File: src/rtl/acs_defines.svh
`ifndef ACS_DEFINES_SVH
`define ACS_DEFINES_SVH

// register byte offsets
`define ACS_CTRL_FIRST_OFS  8'h00
`define ACS_CTRL_SECOND_OFS 8'h04
`define ACS_CTRL_THIRD_OFS  8'h08
`define ACS_RES_HIGH_OFS    8'h0c
`define ACS_RES_LOW_OFS     8'h10
`define ACS_STATUS_OFS      8'h14

// control_first fields
`define ACS_ON_BIT          0
`define ACS_GO_BIT          1
`define ACS_CH_LSB          2
`define ACS_CH_MSB          5
// control_second fields
`define ACS_PCFG_LSB        0
`define ACS_PCFG_MSB        3
`define ACS_VPOS_BIT        4
`define ACS_VNEG_BIT        5
// control_third fields
`define ACS_CS_LSB          0
`define ACS_CS_MSB          2
`define ACS_ACQ_LSB         3
`define ACS_ACQ_MSB         5
`define ACS_JUST_BIT        7
// status fields
`define ACS_DONE_BIT        0

// reset values
`define ACS_CTRL_FIRST_RST  8'h00
`define ACS_CTRL_SECOND_RST 8'h00
`define ACS_CTRL_THIRD_RST  8'h00
`define ACS_RES_RST         8'h00

// timing, in conversion bit periods unless noted
`define ACS_CONV_TADS       5'd11
`define ACS_GAP_TADS        5'd2
`define ACS_ACQ_111         5'd20
`define ACS_ACQ_110         5'd16
`define ACS_ACQ_101         5'd12
`define ACS_ACQ_100         5'd8
`define ACS_ACQ_011         5'd6
`define ACS_ACQ_010         5'd4
`define ACS_ACQ_001         5'd2
`define ACS_CLK_PERIOD_NS   20
`define ACS_INSTR_CYCLE_NS  80
`define ACS_INSTR_CYCLES    ((`ACS_INSTR_CYCLE_NS + `ACS_CLK_PERIOD_NS - 1) / `ACS_CLK_PERIOD_NS)
`define ACS_RC_SEL          2'b11
`define ACS_SAR_MSB         10'h200

`endif

File: src/rtl/acs_pkg.sv
package acs_pkg;

  typedef enum logic [2:0] {
    acs_st_idle,
    acs_st_delay,
    acs_st_acq,
    acs_st_conv,
    acs_st_gap
  } acs_state_type;

endpackage

File: src/rtl/acs_top.sv
`timescale 1ns/1ns
`default_nettype none
`include "acs_defines.svh"

module acs_top
  import acs_pkg::*;
#(
  parameter int ADR_W = 8,
  parameter int RES_W = 10
) (
  input  wire logic             clk_i,        // system clock, 50 MHz
  input  wire logic             rst_i,        // sync reset, high
  input  wire logic             ce_i,         // clock enable, freezes all
  input  wire logic             wb_cyc_i,     // wishbone cycle
  input  wire logic             wb_stb_i,     // wishbone strobe
  input  wire logic             wb_we_i,      // wishbone write
  input  wire logic [ADR_W-1:0] wb_adr_i,     // byte address
  input  wire logic [3:0]       wb_sel_i,     // byte enables
  input  wire logic [31:0]      wb_dat_i,     // write data
  output logic      [31:0]      wb_dat_o,     // read data
  output logic                  wb_ack_o,     // acknowledge
  input  wire logic             rc_tick_i,    // internal rc period pulse
  input  wire logic             sleep_i,      // device asleep
  input  wire logic             comp_i,       // input at or above trial
  output logic                  sample_o,     // hold cap on input pin
  output logic      [RES_W-1:0] trial_o,      // trial code to dac
  output logic      [3:0]       channel_o,    // selected channel
  output logic                  vref_pos_ext_o, // positive ref from pin
  output logic                  vref_neg_ext_o, // negative ref from pin
  output logic      [3:0]       port_cfg_o,   // analog pin layout
  output logic                  converter_on_o, // converter powered
  output logic                  conversion_done_flag_o // done flag
);

  // ---------------- register state
  logic             on_reg;
  logic             go_reg;
  logic [3:0]       ch_reg;
  logic [3:0]       pcfg_reg;
  logic             vpos_reg;
  logic             vneg_reg;
  logic [2:0]       cs_reg;
  logic [2:0]       acq_reg;
  logic             just_reg;
  logic [7:0]       res_hi_reg;
  logic [7:0]       res_lo_reg;
  logic             done_reg;
  logic             ack_reg;
  logic [31:0]      dat_reg;

  // ---------------- sequencer state
  acs_state_type    state_reg;
  acs_state_type    state_next;
  logic [4:0]       cnt_reg;
  logic [4:0]       cnt_next;
  logic [RES_W-1:0] trial_reg;
  logic [RES_W-1:0] mask_reg;
  logic             sample_reg;

  logic             go_next;
  logic             on_next;
  logic             done_next;
  logic             sample_next;
  logic             tad;

  // ---------------- bus decode
  wire              acc      = wb_cyc_i & wb_stb_i;
  // writes land on the edge where the master samples ack
  wire              wr_now   = acc & wb_we_i & ack_reg & wb_sel_i[0];
  wire              hit_c1   = (wb_adr_i == ADR_W'(`ACS_CTRL_FIRST_OFS));
  wire              hit_c2   = (wb_adr_i == ADR_W'(`ACS_CTRL_SECOND_OFS));
  wire              hit_c3   = (wb_adr_i == ADR_W'(`ACS_CTRL_THIRD_OFS));
  wire              hit_rh   = (wb_adr_i == ADR_W'(`ACS_RES_HIGH_OFS));
  wire              hit_rl   = (wb_adr_i == ADR_W'(`ACS_RES_LOW_OFS));
  wire              hit_st   = (wb_adr_i == ADR_W'(`ACS_STATUS_OFS));
  wire              wr_c1    = wr_now & hit_c1;
  wire              wr_c2    = wr_now & hit_c2;
  wire              wr_c3    = wr_now & hit_c3;
  wire              wr_rh    = wr_now & hit_rh;
  wire              wr_rl    = wr_now & hit_rl;
  wire              wr_st    = wr_now & hit_st;
  wire [7:0]        wd       = wb_dat_i[7:0];

  wire [7:0]        rd_c1    = {2'b00, ch_reg, go_reg, on_reg};
  wire [7:0]        rd_c2    = {2'b00, vneg_reg, vpos_reg, pcfg_reg};
  wire [7:0]        rd_c3    = {just_reg, 1'b0, acq_reg, cs_reg};
  // status shows only the done flag, nothing about phase
  // no phase status
  wire [7:0]        rd_st    = {7'h00, done_reg};
  wire [7:0]        rd_mux   = hit_c1 ? rd_c1 :
                               hit_c2 ? rd_c2 :
                               hit_c3 ? rd_c3 :
                               hit_rh ? res_hi_reg :
                               hit_rl ? res_lo_reg :
                               hit_st ? rd_st : 8'h00;

  // ---------------- control decode
  wire              use_rc   = (cs_reg[1:0] == `ACS_RC_SEL);
  wire              acq_zero = (acq_reg == 3'b000);
  wire [4:0]        acq_tads = (acq_reg == 3'b111) ? `ACS_ACQ_111 :
                               (acq_reg == 3'b110) ? `ACS_ACQ_110 :
                               (acq_reg == 3'b101) ? `ACS_ACQ_101 :
                               (acq_reg == 3'b100) ? `ACS_ACQ_100 :
                               (acq_reg == 3'b011) ? `ACS_ACQ_011 :
                               (acq_reg == 3'b010) ? `ACS_ACQ_010 :
                               `ACS_ACQ_001;
  wire [4:0]        dly_last = 5'(`ACS_INSTR_CYCLES - 1);

  wire              sw_go_set = wr_c1 & wd[`ACS_GO_BIT] & wd[`ACS_ON_BIT] & on_reg;
  wire              sw_go_clr = wr_c1 & ~wd[`ACS_GO_BIT];
  wire              sw_off    = wr_c1 & ~wd[`ACS_ON_BIT];
  wire              abort     = sw_go_clr | sw_off;

  // ---------------- successive approximation
  wire              in_conv   = (state_reg == acs_st_conv);
  wire              conv_last = in_conv & tad & (cnt_reg == `ACS_CONV_TADS - 5'd1);
  // abort on the last tick still wins: result stays old
  wire              conv_end  = conv_last & ~abort;
  // keep or drop the trial bit
  wire [RES_W-1:0]  trial_dec = comp_i ? trial_reg : (trial_reg & ~mask_reg);
  wire [RES_W-1:0]  trial_nxt = trial_dec | (mask_reg >> 1);
  wire [7:0]        fmt_hi    = just_reg ? {6'h00, trial_dec[9:8]} : trial_dec[9:2];
  wire [7:0]        fmt_lo    = just_reg ? trial_dec[7:0] : {trial_dec[1:0], 6'h00};

  // bit period runs in timed phases
  wire              tad_run   = (state_reg == acs_st_acq) | in_conv | (state_reg == acs_st_gap);

  acs_tad_gen #(
    .CNT_W     (6)
  ) u_tad (
    .clk_i     (clk_i),
    .rst_i     (rst_i),
    .ce_i      (ce_i),
    .run_i     (tad_run),
    .sel_i     (cs_reg),
    .rc_tick_i (rc_tick_i),
    .sleep_i   (sleep_i),
    .tad_o     (tad)
  );

  // ---------------- flag next values
  assign on_next = wr_c1 ? wd[`ACS_ON_BIT] : on_reg;

  // software start wins over hardware clear
  assign go_next = sw_go_set ? 1'b1 :
                   (sw_go_clr | sw_off | conv_end) ? 1'b0 : go_reg;

  assign done_next = conv_end | (done_reg & ~(wr_st & wd[`ACS_DONE_BIT]));

  // ---------------- sequencer
  always_comb begin
    state_next = state_reg;
    case (state_reg)
      acs_st_idle: begin
        if (on_reg && go_reg && !abort) begin
          // rc source waits an instruction cycle
          if (use_rc) begin
            state_next = acs_st_delay;
          end else if (acq_zero) begin
            state_next = acs_st_conv;
          end else begin
            state_next = acs_st_acq;
          end
        end
      end
      acs_st_delay: begin
        if (abort) begin
          state_next = acs_st_idle;
        end else if (cnt_reg == dly_last) begin
          state_next = acq_zero ? acs_st_conv : acs_st_acq;
        end
      end
      acs_st_acq: begin
        if (abort) begin
          state_next = acs_st_idle;
        end else if (tad && cnt_reg == acq_tads - 5'd1) begin
          state_next = acs_st_conv;
        end
      end
      acs_st_conv: begin
        // software clear aborts to the gap
        if (!on_next) begin
          state_next = acs_st_idle;
        end else if (sw_go_clr || conv_last) begin
          state_next = acs_st_gap;
        end
      end
      acs_st_gap: begin
        // two bit periods before acquiring again
        if (!on_next) begin
          state_next = acs_st_idle;
        end else if (tad && cnt_reg == `ACS_GAP_TADS - 5'd1) begin
          state_next = acs_st_idle;
        end
      end
      default: begin
        state_next = acs_st_idle;
      end
    endcase
  end

  always_comb begin
    if (state_next != state_reg) begin
      cnt_next = 5'd0;
    end else if (state_reg == acs_st_delay || tad) begin
      cnt_next = cnt_reg + 5'd1;
    end else begin
      cnt_next = cnt_reg;
    end
  end

  assign sample_next = on_next & ((state_next == acs_st_idle) |
                                  (state_next == acs_st_acq) |
                                  ((state_next == acs_st_delay) & ~acq_zero));

  // ---------------- flops
  // reset clears controls and aborts
  always_ff @(posedge clk_i) begin
    if (rst_i) begin
      state_reg  <= acs_st_idle;
      cnt_reg    <= 5'd0;
      sample_reg <= 1'b0;
    end else if (ce_i) begin
      state_reg  <= state_next;
      cnt_reg    <= cnt_next;
      sample_reg <= sample_next;
    end
  end

  always_ff @(posedge clk_i) begin
    if (rst_i) begin
      trial_reg <= '0;
      mask_reg  <= '0;
    end else if (ce_i) begin
      if (state_next == acs_st_conv && !in_conv) begin
        trial_reg <= `ACS_SAR_MSB;
        mask_reg  <= `ACS_SAR_MSB;
      end else if (in_conv && tad && cnt_reg != 5'd0) begin
        trial_reg <= trial_nxt;
        mask_reg  <= mask_reg >> 1;
      end
    end
  end

  always_ff @(posedge clk_i) begin
    if (rst_i) begin
      on_reg   <= 1'(`ACS_CTRL_FIRST_RST >> `ACS_ON_BIT);
      go_reg   <= 1'b0;
      done_reg <= 1'b0;
      ch_reg   <= 4'h0;
    end else if (ce_i) begin
      on_reg   <= on_next;
      go_reg   <= go_next;
      done_reg <= done_next;
      if (wr_c1) begin
        ch_reg <= wd[`ACS_CH_MSB:`ACS_CH_LSB];
      end
    end
  end

  always_ff @(posedge clk_i) begin
    if (rst_i) begin
      {vneg_reg, vpos_reg, pcfg_reg} <= 6'(`ACS_CTRL_SECOND_RST);
      {just_reg, acq_reg, cs_reg}    <= 7'h00;
    end else if (ce_i) begin
      if (wr_c2) begin
        pcfg_reg <= wd[`ACS_PCFG_MSB:`ACS_PCFG_LSB];
        vpos_reg <= wd[`ACS_VPOS_BIT];
        vneg_reg <= wd[`ACS_VNEG_BIT];
      end
      if (wr_c3) begin
        cs_reg   <= wd[`ACS_CS_MSB:`ACS_CS_LSB];
        acq_reg  <= wd[`ACS_ACQ_MSB:`ACS_ACQ_LSB];
        just_reg <= wd[`ACS_JUST_BIT];
      end
    end
  end

  // result on a finished conversion, otherwise on bus writes
  always_ff @(posedge clk_i) begin
    if (rst_i) begin
      res_hi_reg <= `ACS_RES_RST;
      res_lo_reg <= `ACS_RES_RST;
    end else if (ce_i) begin
      if (conv_end) begin
        res_hi_reg <= fmt_hi;
        res_lo_reg <= fmt_lo;
      end else begin
        if (wr_rh) begin
          res_hi_reg <= wd;
        end
        if (wr_rl) begin
          res_lo_reg <= wd;
        end
      end
    end
  end

  // single wait state; bus freezes with ce_i too
  always_ff @(posedge clk_i) begin
    if (rst_i) begin
      ack_reg <= 1'b0;
      dat_reg <= 32'h0000_0000;
    end else if (ce_i) begin
      ack_reg <= acc & ~ack_reg;
      if (acc && !ack_reg) begin
        dat_reg <= {24'h00_0000, rd_mux};
      end
    end
  end

  // ---------------- outputs
  assign wb_dat_o               = dat_reg;
  assign wb_ack_o               = ack_reg;
  assign sample_o               = sample_reg;
  assign trial_o                = trial_reg;
  assign channel_o              = ch_reg;
  assign vref_pos_ext_o         = vpos_reg;
  assign vref_neg_ext_o         = vneg_reg;
  assign port_cfg_o             = pcfg_reg;
  assign converter_on_o         = on_reg;
  assign conversion_done_flag_o = done_reg;

endmodule
`default_nettype wire

File: src/rtl/acs_tad_gen.sv
`timescale 1ns/1ns
`default_nettype none
`include "acs_defines.svh"

module acs_tad_gen #(
  parameter int CNT_W = 6
) (
  input  wire logic       clk_i,     // system clock
  input  wire logic       rst_i,     // sync reset, high
  input  wire logic       ce_i,      // clock enable
  input  wire logic       run_i,     // count while high
  input  wire logic [2:0] sel_i,     // conversion clock select
  input  wire logic       rc_tick_i, // internal rc period pulse
  input  wire logic       sleep_i,   // device asleep
  output logic            tad_o      // one pulse per bit period
);

  logic [CNT_W-1:0] cnt_reg;
  logic             tad_reg;

  // 000:2 100:4 001:8 101:16 010:32 110:64 oscillator periods
  wire              use_rc = (sel_i[1:0] == `ACS_RC_SEL);
  wire [2:0]        expo   = 3'd1 + {2'b00, sel_i[2]} + {sel_i[1:0], 1'b0};
  wire [6:0]        span   = (7'd1 << expo) - 7'd1;
  wire [CNT_W-1:0]  last   = CNT_W'(span);
  // oscillator stops in sleep, only the rc source keeps running
  wire              osc_on = ~sleep_i;
  wire              hit    = use_rc ? rc_tick_i : (osc_on & (cnt_reg == last));

  always_ff @(posedge clk_i) begin
    if (rst_i) begin
      cnt_reg <= '0;
      tad_reg <= 1'b0;
    end else if (ce_i) begin
      if (!run_i) begin
        cnt_reg <= '0;
        tad_reg <= 1'b0;
      end else begin
        tad_reg <= hit;
        if (!use_rc && osc_on) begin
          cnt_reg <= hit ? '0 : cnt_reg + 1'b1;
        end
      end
    end
  end

  assign tad_o = tad_reg;

endmodule
`default_nettype wire

File: config.mk
export PLATFORM = sky130hd
export DESIGN_NAME = acs_top
export DESIGN_NICKNAME = d
export VERILOG_FILES = /design/src/rtl/acs_pkg.sv /design/src/rtl/acs_top.sv /design/src/rtl/acs_tad_gen.sv
export VERILOG_INCLUDE_DIRS = /design/src /design/src/rtl
export SDC_FILE = /design/constraint.sdc
export NUM_CORES = 1
export LEC_CHECK = 0
export BUFFER_PORTS_ARGS = -buffer_cell sky130_fd_sc_hd__buf_2
export CAP_MARGIN = 25
export CORE_MARGIN = 2
export CORE_UTILIZATION = 49
export DETAILED_ROUTE_END_ITERATION = 7
export PLACE_DENSITY = 0.77
export SYNTH_ARGS = -nofsm -noshare
export SYNTH_HDL_FRONTEND = slang
export SYNTH_HIERARCHICAL = 1
export SYNTH_SLANG_ARGS = --single-unit
export TNS_END_PERCENT = 50
File: constraint.sdc
create_clock -name clk_i -period 2.08 [get_ports clk_i]
set_input_delay 0.104 -clock clk_i [delete_from_list [all_inputs] [get_ports clk_i]]
set_output_delay 0.104 -clock clk_i [all_outputs]
set_load 0.02 [all_outputs]
; ---- After elaboration in Yosys (flattened, before gate mapping)
; Index checks and enable logic that the tools add are counted.
[op_classes]
n_addsub = 6
mul = 0
n_div = 0
magnitude_cmp = 0
eq_ne = 26
shift = 1
muxes = 45
bitwise_logic = 41
n_reduce_logical = 35
[op_table]
columns = op, count
row1 = two-way mux 8 bit, 11
row2 = two-way mux 10 bit, 5
row3 = two-way mux 3 bit, 11
row4 = bitwise AND 1 bit, 24
row5 = two-way mux 5 bit, 4
row6 = AND reduction 2 bit, 10
row7 = == test 3 x 2 -> 1 bit (second input constant), 6
row8 = two-way mux 6 bit, 3
row9 = == test 8 x 4 -> 1 bit (second input constant), 2
row10 = == test 8 x 5 -> 1 bit (second input constant), 2
row11 = == test 3 bit (second input constant), 5
row12 = one-hot mux 3 bit (5 select lines), 1
row13 = bitwise AND 10 bit, 1
row14 = inverter 10 bit, 1
row15 = bitwise OR 10 x 9 -> 10 bit, 1
row16 = nonzero test 2 bit, 5
row17 = logical AND 1 bit, 9
row18 = zero test 3 bit, 3
row19 = == test 8 x 3 -> 1 bit (second input constant), 1
row20 = zero test 8 bit, 1
row21 = two-way mux 4 bit, 2
row22 = two-way mux 1 bit, 7
row23 = inverter 1 bit, 7
row24 = bitwise OR 1 bit, 7
row25 = 20 further kinds, 25
[word_totals]
register_bits = 81
latchBits = 0
ram_bits = 0
romBits = 0
out_inout_bits = 56
memories = 0

; ---- Longest topological paths before layout
; Gate-level depths: netlist of the first run.
[logic_depth]
word_depth = 17
mapped_depth = 10
ltp_nobuf = 9

; ---- By module
; Netlist of the first run, hierarchy kept.
[by_module_without_submodules]
columns = mod, n_inst, cells_per_inst, area_per_inst_um2, seq_area_each_um2
row1 = acs_top, 1, 487, 4061.4, 1481.4
row2 = acs_tad_gen, 1, 64, 508.0, 140.1

; ---- Worst setup path after synthesis of the first run
; Ideal clock, no wire load.
[synth_timing]
path_kind = reg2reg
from = register ack_reg (netlist: wb_ack_o)
to = register mask_reg[6]
arrival_time_ps = 2028
path_slack_ps = -32
stages_incl_launch_ff = 10
path_buffers = 2
cell_sequence = dfxtp_1 and3_1 and3_1 buf_2 a311oi_1 a32o_1 o211ai_4 nand2_4 buf_6 o31ai_4
[synth_between]
elab_chain_cells = 13
elab_cells_between_ends = 22
classes_between = eq/ne: 1 / mux: 9 / bitwise: 6 / reduce/logical: 6
[synth_rtl]
columns = item, line
row1 = "start, declared", acs_top.sv:48  ; logic ack_reg;
row2 = "start signal, assigned", acs_top.sv:305  ; ack_reg <= acc & ~ack_reg;
row3 = bitwise AND 1 bit * (2 in series), acs_top.sv:69  ; wire wr_now = acc & wb_we_i & ack_reg & wb_sel_i[0];
row4 = bitwise AND 1 bit *, acs_top.sv:76  ; wire wr_c1 = wr_now & hit_c1;
row5 = bitwise AND 1 bit (on tied branches), "acs_top.sv:110, acs_top.sv:111"
row6 = bitwise OR 1 bit, acs_top.sv:112  ; wire abort = sw_go_clr | sw_off;
row7 = zero test 1 bit, acs_top.sv:155  ; if (on_reg && go_reg && !abort) begin
row8 = logical AND 1 bit, acs_top.sv:155
row9 = two-way mux 3 bit, acs_top.sv:155
row10 = one-hot mux 3 bit (5 select lines) *, acs_top.sv:153  ; case (state_reg)
row11 = == test 3 x 2 -> 1 bit *, acs_top.sv:235  ; if (state_next == acs_st_conv && !in_conv) begin
row12 = logical AND 1 bit *, acs_top.sv:235
row13 = nonzero test 2 bit (no source line), n/a
row14 = AND reduction 2 bit (no source line), n/a
row15 = "end signal, assigned", acs_top.sv:237  ; mask_reg <= `ACS_SAR_MSB;
row16 = "end signal, assigned", acs_top.sv:240  ; mask_reg <= mask_reg >> 1;
row17 = "end, declared", acs_top.sv:57  ; logic [RES_W-1:0] mask_reg;
; Every way passes the cells marked *; elsewhere a longest branch is shown, timed or not.
; A chain may end at the register's enable or synchronous reset.

; ---- Final worst setup path of the first run
[layout_timing]
from = register acq_reg[2]
to = register mask_reg[3]
[layout_between]
elab_chain_cells = 17
elab_cells_between_ends = 29
classes_between = add/sub: 1 / eq/ne: 8 / mux: 15 / reduce/logical: 5
[layout_rtl]
columns = item, line
row1 = "start, declared", acs_top.sv:43  ; logic [2:0] acq_reg;
row2 = "start signal, assigned", acs_top.sv:273  ; acq_reg <= wd[`ACS_ACQ_MSB:`ACS_ACQ_LSB];
row3 = == test 3 x 2 -> 1 bit, acs_top.sv:105  ; (acq_reg == 3'b010) ? `ACS_ACQ_010 :
row4 = two-way mux 3 bit (no source line) (2 in series), n/a
row5 = two-way mux 4 bit (no source line) (2 in series), n/a
row6 = two-way mux 5 bit (no source line) (2 in series), n/a
row7 = subtractor 5 x 1 -> 5 bit, acs_top.sv:176  ; end else if (tad && cnt_reg == acq_tads - 5'd1) begin
row8 = == test 5 bit, acs_top.sv:176
row9 = logical AND 1 bit, acs_top.sv:176
row10 = two-way mux 3 bit, acs_top.sv:176
row11 = two-way mux 3 bit, acs_top.sv:174  ; if (abort) begin
row12 = one-hot mux 3 bit (5 select lines) *, acs_top.sv:153
row13 = == test 3 x 2 -> 1 bit *, acs_top.sv:235
row14 = logical AND 1 bit *, acs_top.sv:235
row15 = nonzero test 2 bit (no source line), n/a
row16 = AND reduction 2 bit (no source line), n/a
; Marks and branches as above.

==> results of run 1 <==
-- logic make-up after synthesis --
family / after synthesis / synth area share, %
AO/OA/AOI/OAI: 140 / 22.6
XOR/XNOR: 11 / 2.11
adder cells (fa/ha/maj): 5 / 1.37
buffers and inverters: 75 / 9.09
flip-flops: 81 / 35.5
multiplexers: 26 / 6.27
other: 1 / 0.0821
AND/OR/NAND/NOR: 212 / 23.0
-- synthesized netlist by cell type (3+ instances only) --
cell,instances
o311ai_0,6
o21a_1,4
a22oi_1,5
o31ai_4,3
a32oi_1,6
o21ai_0,22
nand3_1,9
a211oi_1,6
o31ai_1,7
o211a_1,4
o211ai_1,9
clkbuf_1,18
nand2_1,72
buf_6,4
xnor2_1,4
o21ai_1,10
nor2_1,62
buf_4,25
and3_1,7
nand2b_1,8
a31oi_1,7
mux2i_1,23
xor2_1,7
a311oi_1,5
nor3_1,10
inv_1,19
a21oi_1,23
buf_2,7
dfxtp_1,81
a31o_2,3
nor2b_1,6
nand4_1,15
ha_1,5
-- worst register-to-register path, stage by stage (launching register included) --
cell      delay, ns
dfxtp_2        0.35
buf_12         0.13
xor2_2         0.15
o32ai_2        0.09
a31o_2         0.24
a32o_2         0.29
o211ai_4       0.18
buf_12         0.15
nand2_8        0.09
o31ai_1        0.24
-- what timing repair did --
action	in CTS	in global routing
hold buffers	1	0
resized for setup	3	27
pin swaps	1	12
endpoints found under the setup margin	17	38
buffers inserted	1	3
cloned	0	1
hold endpoints to repair	1	0
-- metrics by stage --
stage / instances / power, µW / hold WS, ns / setup slack, ns / utilization [%]
finish: 751 / 3070 / 0.0217 / 0.0646 / 59.9
global route: 751 / 3180 / 0.0170 / -0.00972 / 59.9
CTS: 747 / 3070 / 0.0203 / 0.00202 / 58.4
detailed placement: 729 / 1860 / 0.362 / -0.109 / 55.7
global placement: 729 / 1850 / 0.355 / -0.0299 / 55.7
floorplan: 574 / 1800 / 0.176 / 0.0636 / -
-- where the power goes --
group          leakage (µW)  switching, µW  total (µW)  internal (µW)
clock              0.000104            629        1230            602
sequential         0.000658           11.2        1570           1560
combinational       0.00153            185         271           85.8
total               0.00229            826        3070           2250
-- how the worst max path moves through the flow --
stage / startpoint / end / slack (ns) / cells past startpoint
finish: acq_reg[2]$_SDFFE_PP0P_ / mask_reg[3]$_SDFFE_PP0P_ / 0.06 / 9
global route: acq_reg[2]$_SDFFE_PP0P_ / mask_reg[5]$_SDFFE_PP0P_ / -0.01 / 9
detailed placement: wb_adr_i[1] / mask_reg[2]$_SDFFE_PP0P_ / -0.11 / 8
CTS: wb_ack_o$_SDFFE_PP0P_ / mask_reg[2]$_SDFFE_PP0P_ / 0.002 / 7
floorplan: wb_ack_o$_SDFFE_PP0P_ / mask_reg[6]$_SDFFE_PP0P_ / 0.06 / 9
global placement: state_reg[1]$_SDFFE_PP0P_ / cnt_reg[4]$_SDFFE_PP0P_ / -0.03 / 9
-- layer usage --
layer,share of wire (%),vias up
li1,-,2107
met1,46,2057
met2,46,175
met3,6.5,12
met4,1.3,0
met5,0,-
-- final cells by class --
class / count / area [µm²]
inverter: 19 / 71.3
sequential: 81 / 1640
timing repair buffer: 105 / 702
tap: 111 / 139
clock inverter: 6 / 72.6
fill: 835 / 3670
multi-input combinational: 419 / 2720
clock buffer: 10 / 138
==> reports/results.ini, run 1 <==
[status]
status=finished, final reports clean

[logic_synthesis]
ys_seq_area_share_pct=35.5
synth-edff-count=0
ys_top_cells_by_area=dfxtp_1 (35%), nand2_1 (5.9%), nor2_1 (5.1%)
synth_cell_types=73
synth_area_um2=4570
yosys.area.top_type=dfxtp_1
synthCells=551
ys_ff_latch=81
yosysWarningCount=6
ys.flop_type=dfxtp_1
synthArstFlopShare_pct=0
synth_top_cell_area_share_pct=35.5
syn_area_per_cell_um2=8.29

[clock_network]
numCtsBuffers=9
htree_num_levels=3
clockBufferDepth=2
clkSinkCount=81
clock_latency_ns=0.36
clkSlewWorstSetupHoldPaths_ns=0.09
tritoncts=done
cts-root-buf=clkbuf_8

[critical_path]
slowest_stage=dfxtp_2
regToRegSetupSlack_ns=0.06
crit_family=compound AO/OA/AOI/OAI gates
worst_r2r_startpoint=acq_reg[2]$_SDFFE_PP0P_
critPathMostFrequentCell=buf_12
critPathArrivalTime_ns=2.29
rr_endpoint=mask_reg[3]$_SDFFE_PP0P_
slowest_delay_ns=0.35
cp_num_buf_inv=2
cp.required_ns=2.35
cp-end-kind=flop
worstPathCellList=buf_12, xor2_2, o32ai_2, a31o_2, a32o_2, o211ai_4, buf_12, nand2_8, o31ai_1
crit_fanout=11
crit_type=reg -> reg
start_kind=flop
rr_worst_depth=9

[global_route]
grt_pass1_vias=3913
grtUsageTotal_pct=24.4
overflow=0
use_met2_pct=38.6
grt_pass1_wl_mm=19.7
antenna_found_initial=0
gr-usage-met3_pct=4.51
grt_max_degree=44
grt_busiest_layer=met2
grtUsageMet1_pct=34.3

[finish]
syn2layout_area_growth_pct=20.0
antennaDiodeCount=0
most-common-layout-cells=nand2_1 (71), dfxtp_1 (70), nor2_1 (62)
final_nets=693
layout-drive-gt1-share_pct=26.6
mostFrequentLayoutCell=nand2_1
design_area_um2=5480

[timing]
period_share_pct=96.9
maxSlewHeadroom_pct=53.1
hold_viol=0
layout_min_cycle_time_ns=2.02
drv_slew=0
setup_violations=0
worst_slew_pin_slew_ns=0.703
setup_tns_ns=0
clock.fmax_mhz=496
skew_ns=0.0100

[drt]
vias=4351
final_antenna_net_count=0
avgViaCountPerCell=5.79
drc=0
drtIter0Drc=269
drt_wl_total_mm=12.5
wire_per_inst_um=16.6
dr.pass1.iters=5

[min_path]
hold_end=res_lo_reg[6]$_SDFFE_PP0P_
worstHoldStart=wb_dat_i[6]
hold_path.class=in -> reg
hold_path_depth=3

[placement]
dp_hpwl_mm=8.97
finalWeightedCongestion=0.934
dpl_cell_area_um2=5100
port_buffers=57

[die]
start_util_pct=49.9
die_w_um=101
die_area_um2=10100
num_rows=35
io_pins=109
die_h_um=101
core_um2=9150

[power_and_ir_drop]
p_leak_uw=0.00229
p_per_area_nw_per_um2=561
peakVddDrop_mv=0.342

[job]
cap_violations=0

Power figures use the tool's default switching activity.
==> run 2, diff against run 1 <==
--- a/config.mk
+++ b/config.mk
@@ -11,7 +11,7 @@
 export CORE_MARGIN = 2
 export CORE_UTILIZATION = 49
 export DETAILED_ROUTE_END_ITERATION = 7
-export PLACE_DENSITY = 0.77
+export PLACE_DENSITY = 0.86
 export SYNTH_ARGS = -nofsm -noshare
 export SYNTH_HDL_FRONTEND = slang
 export SYNTH_HIERARCHICAL = 1
==> reports/results.ini, run 2 (synthesis results as in run 1) <==
[clock_network]
htree_num_levels=3
cts-root-buf=clkbuf_8
clkSinkCount=81
clock_latency_ns=0.37
clockBufferDepth=2
numCtsBuffers=9
clkSlewWorstSetupHoldPaths_ns=0.10
tritoncts=done

[drt]
drc=0
wire_per_inst_um=17.1
dr.pass1.iters=6
avgViaCountPerCell=6.07
final_antenna_net_count=0
drtIter0Drc=417
vias=4556
drt_wl_total_mm=12.9

[global_route]
grtUsageTotal_pct=25.5
grt_pass1_vias=4283
overflow=0
grt_max_degree=28
grt_pass1_wl_mm=20.6
antenna_found_initial=0

[critical_path]
crit_type=reg -> reg
start_kind=flop
critPathArrivalTime_ns=2.32
worst_r2r_startpoint=acq_reg[2]$_SDFFE_PP0P_
cp-end-kind=flop
cp-startpoint=acq_reg[2]$_SDFFE_PP0P_
crit_fanout=8
cp.required_ns=2.38

[die]
core_um2=9150
die_area_um2=10100
start_util_pct=49.9
die_w_um=101
io_pins=109
die_h_um=101
num_rows=35

[timing]
maxSlewHeadroom_pct=49.7
clock.fmax_mhz=495
whs_ns=0.0270
skew_ns=0.0153
setup_tns_ns=0
grt_setup_unrepaired=yes
setup_violations=0
hold_viol=0
drv_slew=0
worst_slew_pin_slew_ns=0.754
layout_min_cycle_time_ns=2.02
period_share_pct=97.1

[finish]
antennaDiodeCount=0
mostFrequentLayoutCell=nand2_1
final_nets=693
most-common-layout-cells=nand2_1 (72), dfxtp_1 (69), nor2_1 (57), buf_2 (57), buf_4 (40)
layout-drive-gt1-share_pct=27.8
final_util_pct=60.4
syn2layout_area_growth_pct=20.9

[placement]
finalWeightedCongestion=0.978
dp_hpwl_mm=9.22
port_buffers=57

[min_path]
worstHoldStart=wb_dat_i[6]
hold_path.class=in -> reg

[power_and_ir_drop]
p_leak_uw=0.00228
peakVddDrop_mv=0.417
p_per_area_nw_per_um2=571

[status]
status=finished, final reports clean

[job]
cap_violations=0

-- run 2: power breakdown --
| group | total, µW | switching, µW | internal, µW |
|---|---|---|---|
| logic | 273 | 189 | 84.3 |
| registers | 1570 | 11.1 | 1550 |
| clock network | 1310 | 628 | 686 |
-- run 2: worst max-delay path, cell delays in order, from the launching register on --
cell,delay (ns)
dfxtp_4,0.41
buf_6,0.12
nor3_4,0.03
a31oi_1,0.18
o221ai_1,0.17
a32o_2,0.31
o211ai_4,0.21
buf_12,0.16
buf_6,0.11
a32oi_1,0.09
nor2_1,0.15
-- run 2: path summary, 6_finish.rpt --
path	end	cells after the start	slack, ns
worst max-delay path	trial_o[4]$_SDFFE_PP0P_	10	0.06
worst min-delay path	res_lo_reg[6]$_SDFFE_PP0P_	3	0.03
worst max register to register	trial_o[4]$_SDFFE_PP0P_	10	0.06
worst min register to register	wb_dat_o[1]$_SDFFE_PP0P_	2	0.46
-- run 2: area by class of cell --
type                       instances  area, µm²
fill                             759       3630
tap                              111        139
inverter                          19       71.3
clock inverter                     7        101
timing repair buffer             105        692
multi-input combinational        419       2750
sequential                        81       1650
clock buffer                       9        124
-- run 2: per-layer routing --
| metal | GRT usage [%] | share of wire [%] |
|---|---|---|
| met2 | 41.9 | 47 |
| met1 | 32.3 | 41 |
| met5 | 0 | 0 |
| met4 | 9.38 | 2.3 |
| met3 | 6.59 | 9.2 |
-- run 2: repair_timing --
| action | 4_1_cts | 5_1_grt |
|---|---|---|
| setup endpoints to repair | 21 | 38 |
| cloned | 0 | 1 |
| resized for setup | 5 | 43 |
| hold buffers | 1 | 0 |
| buffers inserted | 0 | 4 |
| pin swaps | 0 | 14 |
| endpoints found under the hold margin | 3 | 0 |
-- run 2: stage by stage --
step | worst slack [ns] | cell area, µm² | cells | total power (µW)
global placement | 0.00350 | 5070 | 729 | 1850
detailed placement | -0.0843 | 5070 | 729 | 1860
floorplan | 0.0636 | 4660 | 574 | 1800
CTS | 0.0138 | 5330 | 746 | 3150
finish | 0.0594 | 5530 | 751 | 3150
global route | -0.0450 | 5530 | 751 | 3260
